## src/hw/ppl_regs.svh

```systemverilog
// register indices, field positions, reset values and timing constants
`ifndef PPL_REGS_SVH
`define PPL_REGS_SVH
// package domain base, relative indices and the absolute unit index
`define PPL_PKG_BASE   8'h10
`define PPL_REL_LIMIT  8'h00
`define PPL_REL_ENERGY 8'h01
`define PPL_REL_POLICY 8'h02
`define PPL_REL_THROT  8'h03
`define PPL_REL_INFO   8'h04
`define PPL_UNIT_IDX   8'h06
// limit-control layout: one 24-bit half per limit
`define PPL_HALF_W     24
`define PPL_L1_LSB     0
`define PPL_L2_LSB     32
`define PPL_LOCK_BIT   63
`define PPL_W2_LSB     49
`define PPL_W2_MSB     55
`define PPL_CTRL_MASK  64'h80FF_FFFF_00FF_FFFF
`define PPL_W2_FIXED   7'h0A
// unit-scale layout and defaults
`define PPL_PU_LSB     0
`define PPL_PU_MSB     3
`define PPL_ESU_LSB    8
`define PPL_ESU_MSB    12
`define PPL_TU_LSB     16
`define PPL_TU_MSB     19
`define PPL_PU_DEF     4'h3
`define PPL_ESU_DEF    5'h10
`define PPL_TU_DEF     4'hA
// range-info layout and built-in values
`define PPL_TDP_LSB    0
`define PPL_MINP_LSB   16
`define PPL_MAXP_LSB   32
`define PPL_MAXW_LSB   48
`define PPL_TDP_VAL    15'h0280
`define PPL_MINP_VAL   15'h0100
`define PPL_MAXP_VAL   15'h0400
`define PPL_MAXW_VAL   6'h20
// counter width for energy and throttled time
`define PPL_CNT_W      32
// timing: times in ns, cycle counts derived from the clock period
`define PPL_CLK_NS     4
`define PPL_REFRESH_NS 1000000
`define PPL_TUNIT_NS   976000
// window fraction digits are tenths
`define PPL_TENTHS     10
`endif

```

## src/hw/ppl_pkg.sv

```systemverilog
// types shared by the package power limit register block
package ppl_pkg;
  // one limit, laid out exactly as its half of the control register
  typedef struct packed {
    logic [1:0]  win_frac;
    logic [4:0]  win_exp;
    logic        clamp;
    logic        en;
    logic [14:0] ceiling;
  } ppl_limit_s;

  // register port request
  typedef struct packed {
    logic        rd;
    logic        wr;
    logic [7:0]  idx;
    logic [63:0] wdata;
  } ppl_req_s;

  // power estimator sample into the block
  typedef struct packed {
    logic        energy_vld;
    logic [15:0] energy_amt;
    logic [14:0] avg_power;
  } ppl_meter_s;
endpackage : ppl_pkg

```

## src/hw/ppl_limit_regs.sv

```systemverilog
// package power limit registers, window checker and counters
`timescale 1ns/10ps
`include "ppl_regs.svh"
module ppl_limit_regs #(
  parameter int  REFRESH_CYC = `PPL_REFRESH_NS / `PPL_CLK_NS,
  parameter int  TUNIT_CYC   = `PPL_TUNIT_NS / `PPL_CLK_NS,
  parameter bit  W2_FIXED    = 1'b0
) (
  input  wire logic                clk_in,
  input  wire logic                rst_in,
  input  wire ppl_pkg::ppl_req_s   req_in,
  input  wire ppl_pkg::ppl_meter_s meter_in,
  input  wire logic                os_below_in,
  output logic [63:0]              rdata_out,
  output logic                     ack_out,
  output logic                     fault_out,
  output logic                     pstate_down_out,
  output logic                     below_req_ok_out
);
  localparam int CW = `PPL_CNT_W;

  // 2^y * (1 + f/10) time units, saturated to the counter width
  function automatic logic [CW-1:0] win_len(
    input logic [4:0] y,
    input logic [1:0] f
  );
    logic [39:0] t;
    t = ((40'h1 << y) * (40'(`PPL_TENTHS) + 40'(f)))
        / 40'(`PPL_TENTHS);
    win_len = (t[39:CW] != '0) ? '1 : t[CW-1:0];
  endfunction : win_len

  function automatic logic [7:0] abs_idx(input logic [7:0] rel);
    abs_idx = `PPL_PKG_BASE + rel;
  endfunction : abs_idx

  logic [63:0]   ctrl_r;
  logic [63:0]   ctrl_nxt;
  logic [CW-1:0] energy_r;
  logic [CW-1:0] pend_r;
  logic [CW-1:0] throt_r;
  logic [31:0]   ref_cnt_r;
  logic [31:0]   tu_cnt_r;
  logic          ref_tick_r;
  logic          tu_tick_r;
  logic [63:0]   rdata_r;
  logic          ack_r;
  logic          fault_r;
  logic          down_r;
  logic          below_r;

  // decode
  wire hit_limit  = req_in.idx == abs_idx(`PPL_REL_LIMIT);
  wire hit_energy = req_in.idx == abs_idx(`PPL_REL_ENERGY);
  wire hit_throt  = req_in.idx == abs_idx(`PPL_REL_THROT);
  wire hit_info   = req_in.idx == abs_idx(`PPL_REL_INFO);
  wire hit_unit   = req_in.idx == `PPL_UNIT_IDX;
  // the reserved policy slot falls through to a fault
  wire mapped = hit_limit | hit_energy | hit_throt
              | hit_info | hit_unit;
  wire access = req_in.rd | req_in.wr;
  wire locked = ctrl_r[`PPL_LOCK_BIT];
  // only the limit register takes writes, and only while unlocked
  wire ctrl_we = req_in.wr & hit_limit & ~locked;

  // read values
  wire [63:0] unit_val =
      (64'(`PPL_TU_DEF)  << `PPL_TU_LSB)
    | (64'(`PPL_ESU_DEF) << `PPL_ESU_LSB)
    | (64'(`PPL_PU_DEF)  << `PPL_PU_LSB);
  wire [63:0] info_val =
      (64'(`PPL_TDP_VAL)  << `PPL_TDP_LSB)
    | (64'(`PPL_MINP_VAL) << `PPL_MINP_LSB)
    | (64'(`PPL_MAXP_VAL) << `PPL_MAXP_LSB)
    | (64'(`PPL_MAXW_VAL) << `PPL_MAXW_LSB);
  wire [63:0] rd_mux =
      hit_limit  ? ctrl_r :
      hit_energy ? 64'(energy_r) :
      hit_throt  ? 64'(throt_r) :
      hit_info   ? info_val :
      hit_unit   ? unit_val : 64'h0;

  // limit-control write
  wire [63:0] wmask = req_in.wdata & `PPL_CTRL_MASK;
  always_comb begin
    ctrl_nxt = ctrl_r;
    if (ctrl_we) begin
      ctrl_nxt = wmask;
      if (W2_FIXED) begin
        ctrl_nxt[`PPL_W2_MSB:`PPL_W2_LSB] = `PPL_W2_FIXED;
      end
    end
  end

  wire [63:0] ctrl_rst = W2_FIXED ?
    (64'(`PPL_W2_FIXED) << `PPL_W2_LSB) : 64'h0;

  always_ff @(posedge clk_in) begin
    if (rst_in) begin
      ctrl_r <= ctrl_rst;
    end else begin
      ctrl_r <= ctrl_nxt;
    end
  end

  // register port answer
  always_ff @(posedge clk_in) begin
    if (rst_in) begin
      rdata_r <= 64'h0;
      ack_r   <= 1'b0;
      fault_r <= 1'b0;
    end else begin
      ack_r   <= access;
      fault_r <= access & ~mapped;
      rdata_r <= req_in.rd ? rd_mux : 64'h0;
    end
  end

  // rate dividers
  // both ticks are cycle counts derived from times; tests shorten them
  wire ref_end = ref_cnt_r == 32'(REFRESH_CYC - 1);
  wire tu_end  = tu_cnt_r == 32'(TUNIT_CYC - 1);
  always_ff @(posedge clk_in) begin
    if (rst_in) begin
      ref_cnt_r  <= 32'h0;
      tu_cnt_r   <= 32'h0;
      ref_tick_r <= 1'b0;
      tu_tick_r  <= 1'b0;
    end else begin
      ref_cnt_r  <= ref_end ? 32'h0 : ref_cnt_r + 32'h1;
      tu_cnt_r   <= tu_end ? 32'h0 : tu_cnt_r + 32'h1;
      ref_tick_r <= ref_end;
      tu_tick_r  <= tu_end;
    end
  end

  // energy counter
  // energy gathers in a hidden total and becomes visible once per
  // refresh, so software sees a value that steps at the refresh rate
  wire [CW-1:0] amt = meter_in.energy_vld ?
                      CW'(meter_in.energy_amt) : '0;
  always_ff @(posedge clk_in) begin
    if (rst_in) begin
      pend_r   <= '0;
      energy_r <= '0;
    end else if (ref_tick_r) begin
      pend_r   <= amt;
      energy_r <= energy_r + pend_r;
    end else begin
      pend_r   <= pend_r + amt;
    end
  end

  // window checkers
  ppl_pkg::ppl_limit_s lim [2];
  assign lim[0] = ppl_pkg::ppl_limit_s'(
    ctrl_r[`PPL_L1_LSB +: `PPL_HALF_W]);
  assign lim[1] = ppl_pkg::ppl_limit_s'(
    ctrl_r[`PPL_L2_LSB +: `PPL_HALF_W]);

  logic [1:0] trip;
  logic [1:0] trip_clamp;

  for (genvar g = 0; g < 2; g++) begin : g_win
    logic [CW-1:0] cnt_r;
    logic [47:0]   sum_r;
    logic          over_r;
    wire  [CW-1:0] len = win_len(lim[g].win_exp,
                                 lim[g].win_frac);
    wire  [47:0]   sum_in = sum_r + 48'(meter_in.avg_power);
    wire  [47:0]   budget = 48'(lim[g].ceiling) * 48'(len);
    wire           last = (cnt_r + CW'(1)) >= len;
    always_ff @(posedge clk_in) begin
      if (rst_in || !lim[g].en) begin
        cnt_r     <= '0;
        sum_r     <= 48'h0;
        over_r    <= 1'b0;
      end else if (tu_tick_r) begin
        if (last) begin
          cnt_r     <= '0;
          sum_r     <= 48'h0;
          // average over the window against the ceiling, kept as
          // sum against ceiling times length to avoid a divider
          over_r    <= sum_in > budget;
        end else begin
          cnt_r <= cnt_r + CW'(1);
          sum_r <= sum_in;
        end
      end
    end
    assign trip[g]       = lim[g].en & over_r;
    assign trip_clamp[g] = trip[g] & lim[g].clamp;
  end

  // throttle outputs and accumulator
  always_ff @(posedge clk_in) begin
    if (rst_in) begin
      down_r  <= 1'b0;
      below_r <= 1'b0;
      throt_r <= '0;
    end else begin
      down_r  <= |trip;
      below_r <= |trip_clamp;
      // counts only time held below the request by these limits
      if (tu_tick_r && os_below_in && below_r) begin
        throt_r <= throt_r + CW'(1);
      end
    end
  end

  assign rdata_out        = rdata_r;
  assign ack_out          = ack_r;
  assign fault_out        = fault_r;
  assign pstate_down_out  = down_r;
  assign below_req_ok_out = below_r;
endmodule : ppl_limit_regs

```

## config.mk

```make
export PLATFORM = sky130hd
export DESIGN_NAME = ppl_limit_regs
export DESIGN_NICKNAME = d
export VERILOG_FILES = /design/src/hw/ppl_pkg.sv /design/src/hw/ppl_limit_regs.sv
export VERILOG_INCLUDE_DIRS = /design/src /design/src/hw
export SDC_FILE = /design/constraint.sdc
export NUM_CORES = 2
export LEC_CHECK = 0
export ABC_AREA = 1
export BUFFER_PORTS_ARGS = -buffer_cell sky130_fd_sc_hd__buf_2
export CAP_MARGIN = 10
export CORE_UTILIZATION = 55
export DETAILED_ROUTE_END_ITERATION = 7
export PLACE_DENSITY_LB_ADDON = 0.1
export SYNTH_ARGS = -nofsm -noshare
export SYNTH_HDL_FRONTEND = slang
export SYNTH_SLANG_ARGS = --single-unit
```

## constraint.sdc

```tcl
create_clock -name clk_in -period 39.8 [get_ports clk_in]
set_clock_uncertainty 0.15 [all_clocks]
set_input_delay 7.96 -clock clk_in [delete_from_list [all_inputs] [get_ports clk_in]]
set_output_delay 7.96 -clock clk_in [all_outputs]
set_load 0.05 [all_outputs]
```

==> run_results.csv <==
group,metric,value,unit
placed_design,place_inst,11213,
critical_path,start_kind,"flip-flop",
die,fp.dieH,359,µm
global_route,grt_pass1_vias,60739,
timing,rsz0062_at_grt,"no",
detailed_routing,drtPass1Iterations,6,
detailed_routing,drt_iter0_drc,3435,
synth,synth_area_leaders,"fa_1, dfxtp_1, nand2_1",
timing,final-hold-violation-count,0,
power,p_int,0.764,mW
timing,whs,299,ps
power,power_leakage,41.8,nW
detailed_routing,met2_length,85.7,mm
timing,tightest_slew,1260,ps
critical_path,rr_worst_depth,200,
timing,min_period,28640,ps
cells_and_area,area_growth,5.32,%
clocking,cts_sinks,434,
placed_design,finalWeightedCongestion,0.901,
hold_path,hold_end,"ref_cnt_r[0]$_SDFF_PP0_",
critical_path,cpMaxStageDelayCell,"nor4b_1",
synth,synth_area,0.0702,mm²
detailed_routing,drt-met1-wl,77.5,mm
clocking,cts-root-buf,"clkbuf_16",
timing,setup_viol,0,
timing,slew_violations,0,
synth,syn-instance-count,9675,
cells_and_area,nets,11237,
timing,slew_headroom,16.2,%
detailed_routing,drc,0,
die,die-area,0.129,mm²
die,rows,130,
synth,ys_warn_count,0,
detailed_routing,antenna_left,0,
clocking,cts.clk_slew.worst_paths,60,ps
clocking,cts_htree_levels,2,
die,io_pins,177,
clocking,cts_buffers,55,
detailed_routing,totalWireLength,177,mm
global_route,grt_use_total,27.9,%
clocking,clock_latency,690,ps
hold_path,hold_depth,1,
clocking,cts_resized,0,
critical_path,cpPeakStageDelay,750,ps
power,powerDensity,14.5,mW/mm²
synth,synth_edf_count,0,
detailed_routing,wl_met3,8.26,mm
placed_design,pre_cts_slack,11270,ps
detailed_routing,avgRoutedWirePerCell,15.6,µm
critical_path,rr_endpoint,"g_win[1].over_r$_SDFFE_PP0P_",
timing,setup_ws,11160,ps
power,clkPwrFrac,48.5,%
power,peakVddDrop,0.0000328,V
run_status,status,"finished clean",
critical_path,crit_path_frequent_cell,"nand2_2",
synth,netlist.area_leader.share,25.7,%
power,pwr-share-seq,41.2,%
synth,seq_area_frac_synth,12.4,%
critical_path,endpoint_kind,"flip-flop",
placed_design,io_buffers,154,
timing,tns,0,ps
clocking,cts_max_path_buffers,3,
cells_and_area,final_common_cell,"nand2_1",
critical_path,arrival,29110,ps
cells_and_area,final_cells,11313,
die,initial_core_util,55.7,%
cells_and_area,final_cell_mix,"nand2_1, inv_1, fa_1",
global_route,antenna_found_initial,3,
die,core,0.126,mm²
synth,yosys.area.top_type,"fa_1",
clocking,cts_hold_buf,0,
cells_and_area,drive_above_1_share,8.68,%
synth,synth_flop_cell,"dfxtp_1",
detailed_routing,vias,60095,
die,die_w,359,µm
clocking,cts_tree,"done",
global_route,grt_max_degree,81,
detailed_routing,via_per_inst,5.31,
timing,fin_crit_sh,72.0,%
global_route,grt_pass1_wl,298,mm
flow_run,drv_cap,0,
hold_path,worstHoldStart,"ref_cnt_r[0]$_SDFF_PP0_",
synth,synth-seq-cells,434,
power,netSwitchingPower,0.305,mW
detailed_routing,highest_layer,"met5",
critical_path,r2r_slack,11160,ps
clocking,post_cts.repair.setup_buffers,0,
synth,synthArstFlopShare,0,%
global_route,grt-ovfl-total,0,
power,power.share.combinational,10.2,%
critical_path,critical_path_class,"reg2reg",
critical_path,worstPathRequired,40270,ps
timing,max_freq,34.9,MHz
hold_path,hp-class,"reg2reg",
power,swShare,28.6,%
critical_path,crit_fanout,20,
synth,syn_avg_cell_area,7.25,µm²
synth,synth.distinct_cells,79,
critical_path,timing.rr.start,"ctrl_r[53]$_SDFFE_PP0P_",
placed_design,place_hpwl,141,mm
==> Yosys cell counts, types with 27 or more instances <==
| cell type | number |
|---|---|
| o21ai_0 | 233 |
| o22ai_1 | 27 |
| fa_1 | 900 |
| xor2_1 | 190 |
| nand2_2 | 256 |
| nand3_2 | 50 |
| inv_2 | 98 |
| nand3_1 | 419 |
| ha_1 | 608 |
| inv_1 | 2006 |
| buf_1 | 29 |
| nor3_1 | 100 |
| nand4_1 | 93 |
| nor2_1 | 750 |
| clkbuf_1 | 265 |
| nand2_4 | 52 |
| dfxtp_1 | 434 |
| a21oi_1 | 440 |
| nand2_1 | 2051 |
| xnor2_1 | 125 |
| nor4_1 | 35 |
| a22oi_1 | 149 |
==> critical path, delay by kind of cell, from the launching register on <==
kind	cells	cell delay [ps]
AOI/OAI and AO/OA	26	5080
xor gates and xnor gates	1	110
adders and majority gates	12	5470
buffers and inverters	20	1780
DFF	1	720
and+or+nand+nor	141	15180
==> worst max-delay path by stage <==
stage | from | end | slack, ps | cells past startpoint
5_1_grt | ctrl_r[53]$_SDFFE_PP0P_ | g_win[1].over_r$_SDFFE_PP0P_ | 8290 | 199
6_report | ctrl_r[53]$_SDFFE_PP0P_ | g_win[1].over_r$_SDFFE_PP0P_ | 11160 | 200
4_1_cts | ctrl_r[53]$_SDFFE_PP0P_ | g_win[1].over_r$_SDFFE_PP0P_ | 11160 | 204
3_5_place_dp | ctrl_r[53]$_SDFFE_PP0P_ | g_win[1].over_r$_SDFFE_PP0P_ | 11270 | 202
3_3_place_gp | ctrl_r[53]$_SDFFE_PP0P_ | g_win[1].over_r$_SDFFE_PP0P_ | 11910 | 200
2_1_floorplan | ctrl_r[52]$_SDFFE_PP0P_ | g_win[1].over_r$_SDFFE_PP0P_ | 16880 | 209
==> metal layers <==
layer / GRT usage (%) / up-vias
met2: 48.9 / 1290
li1: - / 29578
met4: 8.43 / 2
met1: 35.9 / 28959
met3: 3.27 / 266
met5: 0 / -
==> layout make-up <==
type                       count  area [µm²]
timing repair buffer         210        1190
antenna                        2        5.00
tap                         1650        2060
sequential                   434        8690
inverter                    2135        8090
clock inverter                29         334
fill                       11840       52200
multi-input combinational   6784       52000
clock buffer                  69        1520
==> cells by family (layout without fill, tap and decap cells) <==
group	after synthesis	count (layout)	synth area share, %
flip-flops	434	434	12.4
adder cells (fa/ha/maj)	1508	1508	36.5
AO/OA/AOI/OAI	1077	1077	9.15
buffers and inverters	2464	2443	13.6
AND/OR/NAND/NOR	3875	3875	24.4
other	2	11	0.0107
XOR/XNOR	315	315	3.93
==> power by group through the flow <==
stage                     Sequential [mW]  Combinational (mW)  Clock [mW]
final                               0.440               0.110       0.519
after CTS                           0.440               0.110       0.531
after floorplan                     0.450              0.0779           0
after detailed placement            0.450               0.109           0
after global placement              0.450               0.107           0
after global routing                0.441               0.121       0.545
==> stage by stage <==
step / util, % / cell area [µm²] / power (mW)
after global placement: 57.1 / 72000 / 0.556
after global routing: 58.6 / 73900 / 1.11
final: 58.6 / 73900 / 1.07
after detailed placement: 57.1 / 72000 / 0.559
after CTS: 58.6 / 73900 / 1.08
after floorplan: - / 70200 / 0.527
==> flip-flops by register name, summed over array words and instances (netlist names), 2 cells and up <==
name and flops:
g_win.sum_r 96, g_win.cnt_r 64, rdata_out 57, ctrl_r 49
energy_r 32, pend_r 32, ref_cnt_r 32, throt_r 32
tu_cnt_r 32, g_win.over_r 2
(Power assumes the default switching activity.)
